`src/rtl/tone_ctrl_pkg.sv`:
```
// Shared constants for the three-wire tone and volume control link
package tone_ctrl_pkg;
  // ----------------------------------------
  // Frame layout
  // ----------------------------------------
  localparam int ADDR_BITS = 2;
  localparam int FUNC_BITS = 3;
  localparam int VALUE_BITS = 6;
  localparam int PAYLOAD_BITS = FUNC_BITS + VALUE_BITS;
  localparam int FRAME_BITS = ADDR_BITS + PAYLOAD_BITS;
  localparam logic [1:0] DEVICE_ADDR = 2'h2;
  localparam int CNT_W = 4;
  localparam logic [3:0] FRAME_LEN = 4'hb;
  localparam logic [3:0] ADDR_DONE = 4'h2;
  // ----------------------------------------
  // Function select codes
  // ----------------------------------------
  localparam logic [2:0] FN_INPUT = 3'h0;
  localparam logic [2:0] FN_BASS = 3'h1;
  localparam logic [2:0] FN_TREBLE = 3'h2;
  localparam logic [2:0] FN_VOLUME = 3'h3;
  localparam logic [2:0] FN_FADE_RF = 3'h4;
  localparam logic [2:0] FN_FADE_LF = 3'h5;
  localparam logic [2:0] FN_FADE_RR = 3'h6;
  localparam logic [2:0] FN_FADE_LR = 3'h7;
  // ----------------------------------------
  // Power-up values and level ranges
  // ----------------------------------------
  localparam logic [5:0] VOLUME_MIN = 6'h00;
  localparam logic [5:0] VOLUME_MAX = 6'h27;
  localparam logic [5:0] FADER_MIN = 6'h00;
  localparam logic [5:0] FADER_MAX = 6'h13;
  localparam logic [5:0] TONE_FLAT = 6'h06;
  localparam logic [5:0] INPUT_RESET = 6'h00;
  localparam logic [1:0] SOURCE_LAST_LOUD = 2'h2;
  localparam logic [3:0] STEP_DB = 4'h2;
  // ----------------------------------------
  // Link clock divider (host side)
  // ----------------------------------------
  localparam int SCLK_PERIOD_NS = 2000;
  localparam int CLK_PERIOD_NS = 100;
  localparam logic [4:0] SCLK_HALF = 5'(SCLK_PERIOD_NS / CLK_PERIOD_NS / 2);
endpackage

```
`src/rtl/tone_link_if.sv`:
```
// Three-wire control link between host controller and tone device
`timescale 1ns/1ps
interface tone_link_if;
  logic sclk;
  logic sdata;
  logic enable_n;
  modport host (output sclk, output sdata, output enable_n);
  modport device (input sclk, input sdata, input enable_n);
endinterface

```
`src/rtl/tone_ctrl_device.sv`:
```
// Device end: serial receiver and function control latches
//
// Overview of operation
// RULE1: Shift bits in while enable is low
// RULE2: Enable rise stops input, latches word
// RULE3: Eleven-bit frame, two address bits first
// RULE4: Three bits select the function
// RULE5: Last six bits carry the value
// RULE6: Power up flat tone, minimum levels
// RULE7: Volume has forty levels including mute
// RULE8: Two dB steps, twenty fader levels
// RULE9: Variant: four sources or three plus loudness
// RULE10: One bit per rising serial clock
// RULE11: Wrong address ignores frame entirely
// RULE12: Host holds clock low before enable falls
// RULE13: Extra bits allowed, last nine used
// RULE14: Only selected latch is updated
// RULE15: Short frame leaves latches unchanged
`timescale 1ns/1ps
module tone_ctrl_device
  import tone_ctrl_pkg::*;
#(
  parameter bit LOUDNESS_VARIANT = 1'b0
) (
  input wire logic clk,
  input wire logic reset_n,
  input wire logic clk_en,
  tone_link_if.device link,
  output logic [5:0] volume_level,
  output logic [5:0] bass_level,
  output logic [5:0] treble_level,
  output logic [5:0] fader_rf,
  output logic [5:0] fader_lf,
  output logic [5:0] fader_rr,
  output logic [5:0] fader_lr,
  output logic [1:0] source_sel,
  output logic loudness_on,
  output logic mute,
  output logic frame_taken
);

  // ----------------------------------------
  // State
  // ----------------------------------------
  typedef enum logic [2:0] {
    ST_IDLE = 3'b001,
    ST_ADDR = 3'b010,
    ST_DATA = 3'b100
  } rx_state_type;

  // Whole state in one word: synchronisers, receiver and latches
  typedef struct packed {
    logic [1:0] sclk_sync;
    logic [1:0] sdata_sync;
    logic [1:0] en_sync;
    logic sclk_prev;
    logic en_prev;
    rx_state_type state;
    logic [CNT_W-1:0] count;
    logic [1:0] addr;
    logic addr_ok;
    logic [PAYLOAD_BITS-1:0] shift;
    logic [5:0] volume;
    logic [5:0] bass;
    logic [5:0] treble;
    logic [5:0] f_rf;
    logic [5:0] f_lf;
    logic [5:0] f_rr;
    logic [5:0] f_lr;
    logic [5:0] input_ctl;
    logic taken;
  } dev_state_type;

  dev_state_type state_reg;
  dev_state_type state_next;

  logic sclk_s;
  logic en_s;
  logic sclk_rise;
  logic en_fall;
  logic en_rise;
  logic [2:0] func;
  logic [5:0] value;
  logic [5:0] vol_clamped;
  logic [5:0] fade_clamped;

  // Only the second synchroniser stage feeds logic
  assign sclk_s = state_reg.sclk_sync[1];
  assign en_s = state_reg.en_sync[1];
  assign sclk_rise = sclk_s & ~state_reg.sclk_prev;
  assign en_fall = ~en_s & state_reg.en_prev;
  assign en_rise = en_s & ~state_reg.en_prev;
  // RULE4 function select field
  assign func = state_reg.shift[PAYLOAD_BITS-1 -: FUNC_BITS];
  // RULE5 last six bits
  assign value = state_reg.shift[VALUE_BITS-1:0];

  // RULE7 forty volume levels
  assign vol_clamped = (value > VOLUME_MAX) ? VOLUME_MAX : value;
  // RULE8 twenty fader levels
  assign fade_clamped = (value > FADER_MAX) ? FADER_MAX : value;

  // ----------------------------------------
  // Next-state logic
  // ----------------------------------------
  always_comb begin
    state_next = state_reg;
    state_next.taken = 1'b0;
    state_next.sclk_sync = {state_reg.sclk_sync[0], link.sclk};
    state_next.sdata_sync = {state_reg.sdata_sync[0], link.sdata};
    state_next.en_sync = {state_reg.en_sync[0], link.enable_n};
    state_next.sclk_prev = sclk_s;
    state_next.en_prev = en_s;
    unique case (state_reg.state)
      ST_IDLE: begin
        // RULE1 frame opens on enable low
        if (en_fall) begin
          state_next.state = ST_ADDR;
          state_next.count = '0;
          state_next.addr = '0;
        end
      end
      ST_ADDR: begin
        if (en_rise) begin
          // RULE15 short frame discarded
          state_next.state = ST_IDLE;
        end else if (sclk_rise) begin
          // RULE3 address bits first
          state_next.addr = {state_reg.addr[0], state_reg.sdata_sync[1]};
          state_next.count = state_reg.count + 4'h1;
          if (state_reg.count + 4'h1 == ADDR_DONE) begin
            state_next.state = ST_DATA;
            // RULE11 address check
            state_next.addr_ok = ({state_reg.addr[0], state_reg.sdata_sync[1]} == DEVICE_ADDR);
          end
        end
      end
      ST_DATA: begin
        if (en_rise) begin
          // RULE2 latch on enable rise
          state_next.state = ST_IDLE;
          // RULE15 complete frame required
          if (state_reg.addr_ok && state_reg.count >= FRAME_LEN) begin
            state_next.taken = 1'b1;
            // RULE14 only selected latch
            unique case (func)
              FN_INPUT: state_next.input_ctl = value;
              FN_BASS: state_next.bass = value;
              FN_TREBLE: state_next.treble = value;
              FN_VOLUME: state_next.volume = vol_clamped;
              FN_FADE_RF: state_next.f_rf = fade_clamped;
              FN_FADE_LF: state_next.f_lf = fade_clamped;
              FN_FADE_RR: state_next.f_rr = fade_clamped;
              FN_FADE_LR: state_next.f_lr = fade_clamped;
            endcase
          end
        end else if (sclk_rise && state_reg.addr_ok) begin
          // RULE10 one bit per edge
          // RULE13 older bits fall off the end
          state_next.shift = {state_reg.shift[PAYLOAD_BITS-2:0], state_reg.sdata_sync[1]};
          // Count saturates, so a long frame still counts as full
          if (state_reg.count != FRAME_LEN) begin
            state_next.count = state_reg.count + 4'h1;
          end
        end
      end
      default: state_next.state = ST_IDLE;
    endcase
  end

  // ----------------------------------------
  // Registers
  // ----------------------------------------
  always_ff @(posedge clk or negedge reset_n) begin
    if (!reset_n) begin
      // RULE6 power-up values
      state_reg <= '{sclk_sync: 2'h0, sdata_sync: 2'h0, en_sync: 2'h3,
        sclk_prev: 1'b0, en_prev: 1'b1, state: ST_IDLE, count: 4'h0,
        addr: 2'h0, addr_ok: 1'b0, shift: 9'h000, volume: VOLUME_MIN,
        bass: TONE_FLAT, treble: TONE_FLAT, f_rf: FADER_MIN, f_lf: FADER_MIN,
        f_rr: FADER_MIN, f_lr: FADER_MIN, input_ctl: INPUT_RESET, taken: 1'b0};
    end else if (clk_en) begin
      // Everything, synchronisers included, holds while clk_en is low
      state_reg <= state_next;
    end
  end

  // ----------------------------------------
  // Outputs
  // ----------------------------------------
  // RULE4 decoded control latches
  assign volume_level = state_reg.volume;
  assign bass_level = state_reg.bass;
  assign treble_level = state_reg.treble;
  assign fader_rf = state_reg.f_rf;
  assign fader_lf = state_reg.f_lf;
  assign fader_rr = state_reg.f_rr;
  assign fader_lr = state_reg.f_lr;
  // RULE9 variant trades one source for loudness
  // Code three has no input in the variant, so it parks on the last one
  assign source_sel = (LOUDNESS_VARIANT && state_reg.input_ctl[1:0] > SOURCE_LAST_LOUD)
                      ? SOURCE_LAST_LOUD : state_reg.input_ctl[1:0];
  assign loudness_on = LOUDNESS_VARIANT & state_reg.input_ctl[2];
  // Level zero of volume is the mute step
  assign mute = (state_reg.volume == VOLUME_MIN);
  assign frame_taken = state_reg.taken;

endmodule // tone_ctrl_device

```
`src/flat_wrapper.sv`:
```
// flat-port wrapper written by rule: the top's interface ports become plain ports
module tone_ctrl_device_flat import tone_ctrl_pkg::*;
#(
  parameter bit LOUDNESS_VARIANT = 1'b0
)
  (clk, reset_n, clk_en, volume_level, bass_level, treble_level, fader_rf, fader_lf, fader_rr, fader_lr, source_sel, loudness_on, mute, frame_taken, link_sclk, link_sdata, link_enable_n);
  tone_link_if link_i ();
  input wire logic clk;
  input wire logic reset_n;
  input wire logic clk_en;
  output logic [5:0] volume_level;
  output logic [5:0] bass_level;
  output logic [5:0] treble_level;
  output logic [5:0] fader_rf;
  output logic [5:0] fader_lf;
  output logic [5:0] fader_rr;
  output logic [5:0] fader_lr;
  output logic [1:0] source_sel;
  output logic loudness_on;
  output logic mute;
  output logic frame_taken;
  input wire logic [$bits(link_i.sclk)-1:0] link_sclk;
  input wire logic [$bits(link_i.sdata)-1:0] link_sdata;
  input wire logic [$bits(link_i.enable_n)-1:0] link_enable_n;
  assign link_i.sclk = link_sclk;
  assign link_i.sdata = link_sdata;
  assign link_i.enable_n = link_enable_n;
  tone_ctrl_device #(.LOUDNESS_VARIANT(LOUDNESS_VARIANT)) u_core (.clk(clk), .reset_n(reset_n), .clk_en(clk_en), .link(link_i), .volume_level(volume_level), .bass_level(bass_level), .treble_level(treble_level), .fader_rf(fader_rf), .fader_lf(fader_lf), .fader_rr(fader_rr), .fader_lr(fader_lr), .source_sel(source_sel), .loudness_on(loudness_on), .mute(mute), .frame_taken(frame_taken));
endmodule
```
`config.mk`:
```
export PLATFORM = sky130hd
export DESIGN_NAME = tone_ctrl_device_flat
export DESIGN_NICKNAME = d
export VERILOG_FILES = /design/src/rtl/tone_ctrl_pkg.sv /design/src/rtl/tone_link_if.sv /design/src/rtl/tone_ctrl_device.sv /design/src/flat_wrapper.sv
export SDC_FILE = /design/constraint.sdc
export NUM_CORES = 1
export LEC_CHECK = 0
export BUFFER_PORTS_ARGS = -buffer_cell sky130_fd_sc_hd__buf_2
export CAP_MARGIN = 10
export CELL_PAD_IN_SITES_DETAIL_PLACEMENT = 0
export CELL_PAD_IN_SITES_GLOBAL_PLACEMENT = 1
export CORE_MARGIN = 3
export CORE_UTILIZATION = 40
export DETAILED_ROUTE_END_ITERATION = 6
export GPL_TIMING_DRIVEN = 0
export PLACE_DENSITY_LB_ADDON = 0.1
export SLEW_MARGIN = 5
export SYNTH_ARGS = -nofsm -noshare
export SYNTH_HDL_FRONTEND = slang
export SYNTH_SLANG_ARGS = --single-unit
```
`constraint.sdc`:
```
create_clock -name clk -period 2.45 [get_ports clk]
set_input_delay 0 -clock clk [delete_from_list [all_inputs] [get_ports clk]]
set_output_delay 0 -clock clk [all_outputs]
set_load 0.01 [all_outputs]
```
==> results.md, run 1 <==
- Status: completed
- Yosys cell types: 43
- Cts repair resizes: 0
- Max clock buf depth: 2
- Synth Flop Type: dfrtp_1
- Port Buf Inserts: 51
- Tcrit/Tclk final: 0.860
- Vias per cell: 4.73
- Grt total ovfl: 0
- First-pass GRT wire length: 10800 um
- Worst-path cell chain: ha_1 > nor2_1 > nand4b_4 > nand2b_4 > nor3b_4 > mux2_2
- CTS root buf: clkbuf_8
- Syn Area/Cell: 12.1 sq um
- PwrDens: 603 nW/um^2
- Post-Syn Nets: 288
- Max Clock Freq: 475 MHz
- Slew @ Worst Pin: 0.696 ns
- Non-Filler Instances: 454
- Final wirelength: 6210 um
- CTS Buf Count: 9
- Seq/Total Area, Yosys: 0.526
- Synth Area in Adders: 0.00737
- Hold WS: 0.0528 ns
- EDFF count, synth: 0
- Cell Area, Synth: 3400 sq um
- CP Capture Type: flop
- Max Cap Viol: 0
- WL met3: 252 um
- Initial antenna violation count: 0
- Setup Crit Path Kind: reg -> reg
- CTS Hold Bufs: 4
- Share of post-route cells with drive strength above 1: 0.506
- Slew Limit Headroom: 0.535
- Class of the worst hold path: in -> reg
- Async S/R FF share, synth: 1.00
- Gpl congestion: 0.795
- Starting Density: 0.426
- Worst Setup Start Kind: flop
- CP peak stage delay: 0.45 ns
- Warnings from Yosys: 0
- Critical path data required time: 2.68 ns
- DR WL met2: 2950 um
- Final WS setup: 0.343 ns
- #FFs+latches synth: 71
- Slowest-stage cell, CP: dfrtp_1
- Core area: 7970 sq um
- Final hold viol count: 0
- Dpl hpwl: 4340 um
- Setup violators final: 0
- Synth Instances: 280
- Fin. max-slew vios: 0
- Fraction of the mapped netlist area in simple logic gates: 0.122
- Die Wd: 98.1 um
- Later-pin clock latency in the skew report: 0.34 ns
- # nets final: 355
- WL per Instance: 13.7 um
- Minimum clock period after layout: 2.11 ns
- Vias in the first global route: 2251
- H-Tree Depth: 3
- Maximum VDD drop: 443 uV
- Largest family of logic cells by synthesized area: multiplexers
- Synth-to-layout area growth: 19.5%
- CTS tree: done
- Synth Area in Compound Gates: 0.0582
- Post-CTS setup buffer count: 0
- Total negative setup slack: 0 ns
- Vias post-DR: 2147
- Crit path max fanout: 7
- Max FFs per register: 18
- Ports: 53
- Fraction of synthesized area in multiplexers: 0.169
- DR top layer: met4
- GRT Util Overall: 0.141
- Synth Area in XOR/XNOR: 0.00258
- Layout Skew: 0.00923 ns
- Data arrival, critical path: 2.33 ns
- Antenna cell count: 0
- DP Cell Count: 434
- RSZ-0062 raised after global routing: false
- Pleak: 2.14 nW
- Clk slew on worst S/H paths: 0.07 ns
- Die area: 9630 sq um
- Placed Area: 3810 sq um
- Final instance area: 4060 sq um
- Clock sink total: 71
- # rows: 32
- Most common cell after layout, fill and taps aside: dfrtp_1
- DR pass1 iterations: 4
- Commonest non-fill, non-tap cells in the layout: dfrtp_1, mux2_2, buf_2
- Place WS: 0.323 ns
- Post-route ant nets: 0
- Die H: 98.1 um
- DRC errors left: 0
- DR iter-0 viols: 71
- Metal-1 WL: 2880 um
- Largest net degree at the start of global routing: 54
[cell families (layout without fill, tap and decap cells)]
kind of cell	after synthesis	after routing
buffers and inverters	58	130
muxes	51	51
other	1	1
AOI/OAI and AO/OA	31	31
adders and majority gates	2	2
DFF	71	71
and+or+nand+nor	65	65
xor gates and xnor gates	1	1
[worst max-delay path: cells and delay by family, from the launching register on]
kind	cells	cell delay, ns
AND/OR/NAND/NOR	4	0.89
flip-flops	1	0.45
multiplexers	1	0.38
adder cells (fa/ha/maj)	1	0.29
[path summary, 6_finish.rpt]
check | start | cells after the start | to | slack, ns
worst max-delay path | u_core.state_reg[61]$_DFFE_PN0P_ | 6 | u_core.bass_level[0]$_DFFE_PN0P_ | 0.34
worst min-delay path | clk_en | 2 | u_core.sclk_s$_DFFE_PN0P_ | 0.05
worst max register to register | u_core.state_reg[61]$_DFFE_PN0P_ | 6 | u_core.bass_level[0]$_DFFE_PN0P_ | 0.34
worst min register to register | u_core.fader_lr[5]$_DFFE_PN0P_ | 1 | u_core.fader_lr[5]$_DFFE_PN0P_ | 0.49
max in group asynchronous | reset_n | 3 | u_core.state_reg[65]$_DFFE_PN1P_ | 1.77
min in group asynchronous | reset_n | 2 | u_core.bass_level[3]$_DFFE_PN0P_ | 0.08
[synthesized netlist by cell type (2+ instances only)]
| library cell | count | area, sq um |
|---|---|---|
| clkbuf_1 | 5 | 18.8 |
| dfrtp_1 | 63 | 1580 |
| and2_1 | 6 | 37.5 |
| nor2_1 | 14 | 52.6 |
| a21oi_1 | 5 | 25.0 |
| nand2b_1 | 3 | 18.8 |
| nand3b_1 | 4 | 30.0 |
| nand2_1 | 12 | 45.0 |
| nor2b_1 | 4 | 25.0 |
| nor3_1 | 2 | 10.0 |
| buf_4 | 45 | 338 |
| o21a_1 | 2 | 15.0 |
| o41ai_1 | 2 | 17.5 |
| nor3b_1 | 2 | 15.0 |
| nand3_1 | 3 | 15.0 |
| nor3b_4 | 2 | 37.5 |
| or3_1 | 3 | 18.8 |
| inv_1 | 8 | 30.0 |
| dfstp_2 | 8 | 210 |
| o21ai_0 | 13 | 65.1 |
| ha_1 | 2 | 25.0 |
| mux2_2 | 51 | 574 |
[power breakdown]
| group | internal, mW | total [mW] | leakage (nW) | switching, mW |
|---|---|---|---|---|
| sequential | 1.22 | 1.27 | 0.946 | 0.0439 |
| combinational | 0.101 | 0.223 | 1.09 | 0.122 |
| clock | 0.524 | 0.957 | 0.105 | 0.433 |
[layout make-up]
| type | count | area (sq um) |
|---|---|---|
| fillers | 764 | 3910 |
| multi-input cells | 151 | 1220 |
| clock inverters | 5 | 56.3 |
| inverters | 8 | 30.0 |
| repair buffers | 56 | 325 |
| clock buffers | 11 | 151 |
| plain buffers | 50 | 357 |
| flip-flops and latches | 71 | 1790 |
| well taps | 102 | 128 |
[layer usage]
| layer | GRT usage | vias up |
|---|---|---|
| met5 | 0 | - |
| met3 | 0.0364 | 12 |
| li1 | - | 1055 |
| met4 | 0.0672 | 0 |
| met2 | 0.231 | 40 |
| met1 | 0.173 | 1040 |
[metrics by stage]
step                       util  power (mW)
after global placement    0.474        1.50
final                     0.509        2.45
after floorplan               -        1.43
after detailed placement  0.478        1.51
after CTS                 0.509        2.48
after global routing      0.509        2.58
Note: power is estimated with default switching activity, not from simulation.
==> inputs of run 2 (changes only) <==
- GPL_TIMING_DRIVEN: 0 -> default
- RECOVER_POWER: default -> 25
==> results.md, run 2 (synthesis gave the netlist of run 1 again) <==
- Status: completed (unchanged)
- Worst Setup Start Kind: flop (unchanged)
- Setup Crit Path Kind: reg -> reg (unchanged)
- Slew Limit Headroom: 0.413 (was 0.535)
- Fin. max-slew vios: 0 (unchanged)
- Die H: 98.1 um (unchanged)
- Critical path data required time: 2.68 ns (about the same)
- Max Clock Freq: 481 MHz (was 475 MHz)
- DP Cell Count: 388 (was 434)
- Vias post-DR: 2014 (was 2147)
- Clock sink total: 71 (unchanged)
- Fin util: 0.461 (was 0.509)
- Post-route ant nets: 0 (unchanged)
- Sw Share: 0.233 (was 0.245)
- Grt total ovfl: 0 (unchanged)
- CP Capture Type: flop (unchanged)
- # rows: 32 (unchanged)
- Sequential share of power: 0.500 (was 0.518)
- Slew @ Worst Pin: 0.881 ns (was 0.696 ns)
- Vias in the first global route: 2031 (was 2251)
- Vias per cell: 4.94 (was 4.73)
- Minimum clock period after layout: 2.08 ns (was 2.11 ns)
- CP peak stage delay: 0.44 ns (was 0.45 ns)
- Pleak: 1.73 nW (was 2.14 nW)
- PwrDens: 689 nW/um^2 (was 603 nW/um^2)
- WL per Instance: 15.2 um (was 13.7 um)
- Maximum VDD drop: 305 uV (was 443 uV)
- Power Total: 2.53 mW (was 2.45 mW)
- Die area: 9630 sq um (unchanged)
- Port Buf Inserts: 51 (unchanged)
- Crit path max fanout: 7 (unchanged)
- CTS tree: done (unchanged)
- Clock Power Share: 0.405 (was 0.391)
- Ports: 53 (unchanged)
- CTS root buf: clkbuf_8 (unchanged)
- Max clock buf depth: 2 (unchanged)
- Synth-to-layout area growth: 8.18% (was 19.5%)
- Largest net degree at the start of global routing: 72 (was 54)
- Initial antenna violation count: 0 (unchanged)
- RSZ-0062 raised after global routing: false (unchanged)
- DR pass1 iterations: 4 (unchanged)
- Most common cell after layout, fill and taps aside: dfrtp_1 (unchanged)
- Data arrival, critical path: 2.31 ns (was 2.33 ns)
- Commonest non-fill, non-tap cells in the layout: dfrtp_1, mux2_2, clkbuf_1 (was dfrtp_1, mux2_2, buf_2)
- Total negative setup slack: 0 ns (unchanged)
- Setup violators final: 0 (unchanged)
- GRT Util Overall: 0.139 (was 0.141)
- Int Power: 1.94 mW (was 1.85 mW)
- Filler cell count in the final layout: 762 (was 764)
- Class of the worst hold path: in -> reg (unchanged)
- Later-pin clock latency in the skew report: 0.34 ns (about the same)
- H-Tree Depth: 3 (unchanged)
- Core area: 7970 sq um (unchanged)
- Final wirelength: 6190 um (was 6210 um)
- Worst-path cell chain: ha_1 > nor2_1 > nand4b_4 > nand2b_4 > nor3b_4 > mux2_2 (unchanged)
- Die Wd: 98.1 um (unchanged)
- Share of post-route cells with drive strength above 1: 0.314 (was 0.506)
- Starting Density: 0.426 (unchanged)
- Gate power share: 0.094 (was 0.091)
- DRC errors left: 0 (unchanged)
- CTS Buf Count: 9 (unchanged)
- Non-Filler Instances: 408 (was 454)
- Net Switching: 0.591 mW (was 0.599 mW)
- DR iter-0 viols: 53 (was 71)
- Slowest-stage cell, CP: dfrtp_1 (unchanged)
- First-pass GRT wire length: 10500 um (was 10800 um)
- Clk slew on worst S/H paths: 0.07 ns (about the same)
- Max Cap Viol: 0 (unchanged)
- Max FFs per register: 18 (unchanged)
- Gpl congestion: 0.728 (was 0.795)
- Post-CTS setup buffer count: 0 (unchanged)
- # nets final: 309 (was 355)
- Layout Skew: 0.00789 ns (was 0.00923 ns)
- Tcrit/Tclk final: 0.848 (was 0.860)
- Final hold viol count: 0 (unchanged)
- Antenna cell count: 0 (unchanged)
- Dpl hpwl: 4220 um (was 4340 um)
-- run 2: cell types whose count changed in the layout (fill, tap and decap cells not counted) --
cell       delta
buf_4        -41
buf_2        -38
bufinv_16     +1
clkinv_2      -1
dfstp_1       +1
buf_16        -1
clkbuf_1     +35
dfstp_2       -1
clkbuf_8      -1
-- run 2: stage by stage --
stage | hold WS, ns | cell area (sq um) | setup slack (ns)
detailed placement | 0.238 | 3460 | 0.369
floorplan | -0.296 | 3400 | 0.581
global placement | 0.232 | 3460 | 0.399
global route | 0.111 | 3670 | 0.162
CTS | 0.0703 | 3720 | 0.342
finish | 0.0906 | 3670 | 0.372
-- run 2: final timing paths --
path | from | to | slack, ns | depth (start not counted)
max | u_core.state_reg[61]$_DFFE_PN0P_ | u_core.bass_level[3]$_DFFE_PN0P_ | 0.37 | 6
min | clk_en | u_core.state_reg[65]$_DFFE_PN1P_ | 0.09 | 3
max reg2reg | u_core.state_reg[61]$_DFFE_PN0P_ | u_core.bass_level[3]$_DFFE_PN0P_ | 0.37 | 6
min reg2reg | u_core.fader_rr[5]$_DFFE_PN0P_ | u_core.fader_rr[5]$_DFFE_PN0P_ | 0.49 | 1
max in group asynchronous | reset_n | u_core.func[2]$_DFFE_PN0P_ | 1.48 | 3
min in group asynchronous | reset_n | u_core.fader_lr[5]$_DFFE_PN0P_ | 0.40 | 3
-- run 2: critical path, delay by kind of cell (launching register included) --
kind,cells,cell delay [ns]
fa+ha+maj,1,0.27
flops,1,0.44
mux,1,0.38
simple gates,4,0.87
-- run 2: power by group through the flow --
stage                     Sequential, mW  Combinational (mW)  Clock (mW)
final                               1.27               0.239        1.03
after global routing                1.28               0.270        1.13
after CTS                           1.27               0.243        1.07
after detailed placement            1.29               0.238           0
after global placement              1.29               0.239           0
after floorplan                     1.28               0.154           0
-- run 2: area by class of cell --
type,instances,area [sq um],share of cell area
sequential,71,1790,0.486
tap,102,128,0.0347
multi-input combinational,151,1220,0.333
timing repair buffer,60,284,0.0773
inverter,8,30.0,0.00817
clock buffer,11,141,0.0385
clock inverter,5,81.3,0.0221
-- run 2: metal layers --
layer | global-route usage | part of all wire
met1 | 0.171 | 0.45
met5 | 0 | 0
met4 | 0.0378 | 0.012
met2 | 0.229 | 0.49
met3 | 0.0529 | 0.043
-- run 2: timing repair --
action	in CTS	in global routing
gates resized for setup	0	0
endpoints found under the hold margin	66	0
hold buffers	4	0
==> inputs of run 3 (changes only) <==
- clock period: 2.45 -> 1.85 ns (I/O delays scaled with it)
==> results.md, run 3 (synthesis gave the netlist of run 1 again) <==
- Die Wd: 98.1 um (unchanged)
- Vias in the first global route: 2123 (was 2031)
- CTS Buf Count: 9 (unchanged)
- Tcrit/Tclk final: 1.01 (was 0.848)
- Clk slew on worst S/H paths: 0.07 ns (about the same)
- Starting Density: 0.426 (unchanged)
- DRC errors left: 0 (unchanged)
- Class of the worst hold path: in -> reg (unchanged)
- Core area: 7970 sq um (unchanged)
- DP Cell Count: 411 (was 388)
- Max FFs per register: 18 (unchanged)
- Grt total ovfl: 0 (unchanged)
- Largest net degree at the start of global routing: 53 (was 72)
- Synth-to-layout area growth: 19.3% (was 8.18%)
- Place WS: -0.0966 ns (was 0.369 ns)
- Die area: 9630 sq um (unchanged)
- Max Clock Freq: 534 MHz (was 481 MHz)
- Fin. max-slew vios: 0 (unchanged)
- Final hold viol count: 0 (unchanged)
- First-pass GRT wire length: 10600 um (was 10500 um)
- DR iter-0 viols: 35 (was 53)
- Die H: 98.1 um (unchanged)
- Maximum VDD drop: 368 uV (was 305 uV)
- Setup violators final: 5 (was 0)
- Initial antenna violation count: 0 (unchanged)
- GRT Util Overall: 0.139 (about the same)
- Total negative setup slack: -0.0739 ns (was 0 ns)
- Dpl hpwl: 4400 um (was 4220 um)
- Power Total: 3.73 mW (was 2.53 mW)
- Slowest-stage cell, CP: dfstp_2 (was dfrtp_1)
- Worst Setup Start Kind: flop (unchanged)
- CTS tree: done (unchanged)
- Later-pin clock latency in the skew report: 0.34 ns (about the same)
- Placed Area: 3650 sq um (was 3460 sq um)
- PwrDens: 920 nW/um^2 (was 689 nW/um^2)
- Layout Skew: 0.0116 ns (was 0.00789 ns)
- Gpl congestion: 0.798 (was 0.728)
- Final instance area: 4050 sq um (was 3670 sq um)
- Status: finished with violations (was completed)
- Max Cap Viol: 0 (unchanged)
- Commonest non-fill, non-tap cells in the layout: dfrtp_1, mux2_2, buf_2 (was dfrtp_1, mux2_2, clkbuf_1)
- Max clock buf depth: 2 (unchanged)
- Violated checks: setup timing
- # nets final: 337 (was 309)
- Clock sink total: 71 (unchanged)
- Fin util: 0.508 (was 0.461)
- Slew @ Worst Pin: 1.14 ns (was 0.881 ns)
- WL per Instance: 14.6 um (was 15.2 um)
- # rows: 32 (unchanged)
- H-Tree Depth: 3 (unchanged)
- Final wirelength: 6370 um (was 6190 um)
- CP peak stage delay: 0.53 ns (was 0.44 ns)
- Most common cell after layout, fill and taps aside: dfrtp_1 (unchanged)
- Minimum clock period after layout: 1.87 ns (was 2.08 ns)
- Slew Limit Headroom: 0.241 (was 0.413)
- Setup Crit Path Kind: reg -> reg (unchanged)
- Vias post-DR: 2086 (was 2014)
- Pleak: 2.04 nW (was 1.73 nW)
- Crit path max fanout: 4 (was 7)
- Ports: 53 (unchanged)
- Share of post-route cells with drive strength above 1: 0.473 (was 0.314)
- CP Capture Type: flop (unchanged)
- Hold WS: 0.0546 ns (was 0.0906 ns)
- Vias per cell: 4.78 (was 4.94)
- Critical path data required time: 2.08 ns (was 2.68 ns)
- Final WS setup: -0.0228 ns (was 0.372 ns)
- Worst-path cell chain: and3b_2 > nand4b_4 > nand2b_4 > nor3b_4 > buf_4 > mux2_4 (was ha_1 > nor2_1 > nand4b_4 > nand2b_4 > nor3b_4 > mux2_2)
- Port Buf Inserts: 51 (unchanged)
- Non-Filler Instances: 436 (was 408)
- DR pass1 iterations: 4 (unchanged)
- Filler cell count in the final layout: 715 (was 762)
- Antenna cell count: 0 (unchanged)
- CTS root buf: clkbuf_8 (unchanged)
- Data arrival, critical path: 2.10 ns (was 2.31 ns)
- RSZ-0062 raised after global routing: true (was false)
- Post-route ant nets: 0 (unchanged)
## run 3: per-layer routing
layer	vias up	global-route usage	routed length, um	part of all wire
met2	37	0.224	3020	0.47
li1	1023	-	-	-
met4	0	0.0504	93	0.015
met5	-	0	0	0
met3	8	0.0400	290	0.046
met1	1018	0.180	2970	0.47
## run 3: final timing paths
kind                                                     start                               end  slack, ns  cells past startpoint
worst max-delay path                   u_core.en_s$_DFFE_PN1P_  u_core.bass_level[0]$_DFFE_PN0P_      -0.02                      6
worst min-delay path                                    clk_en  u_core.state_reg[67]$_DFFE_PN0P_       0.05                      3
worst max register to register         u_core.en_s$_DFFE_PN1P_  u_core.bass_level[0]$_DFFE_PN0P_      -0.02                      6
worst min register to register  u_core.fader_rr[5]$_DFFE_PN0P_    u_core.fader_rr[5]$_DFFE_PN0P_       0.48                      1
max in group asynchronous                              reset_n           u_core.en_s$_DFFE_PN1P_       0.39                      3
min in group asynchronous                              reset_n    u_core.fader_lf[5]$_DFFE_PN0P_       0.40                      2
## run 3: layout make-up
type	count	area [sq um]	share of cell area
multi-input cells	151	1290	0.319
repair buffers	88	544	0.134
clock inverters	5	129	0.0318
well taps	102	128	0.0315
flip-flops and latches	71	1790	0.441
inverters	8	30.0	0.00741
clock buffers	11	141	0.0349
## run 3: repair_timing
item                                    4_1_cts  5_1_grt
resized for setup                            12       10
pin swaps                                     3        3
buffers inserted                              4        1
endpoints found under the hold margin        22        0
endpoints found under the setup margin       14       32
hold buffers                                  4        0
cloned                                        0        0
## run 3: where the power goes
| group | switching, mW | internal [mW] | total [mW] |
|---|---|---|---|
| clock | 0.581 | 1.07 | 1.65 |
| sequential | 0.0306 | 1.62 | 1.65 |
| combinational | 0.210 | 0.212 | 0.422 |
| total | 0.822 | 2.90 | 3.73 |
## run 3: worst max-delay path: cells and delay by family (launching register included)
| family | cells | cell delay [ns] |
|---|---|---|
| simple gates | 4 | 0.78 |
| mux | 1 | 0.29 |
| flops | 1 | 0.53 |
| buf+inv | 1 | 0.17 |
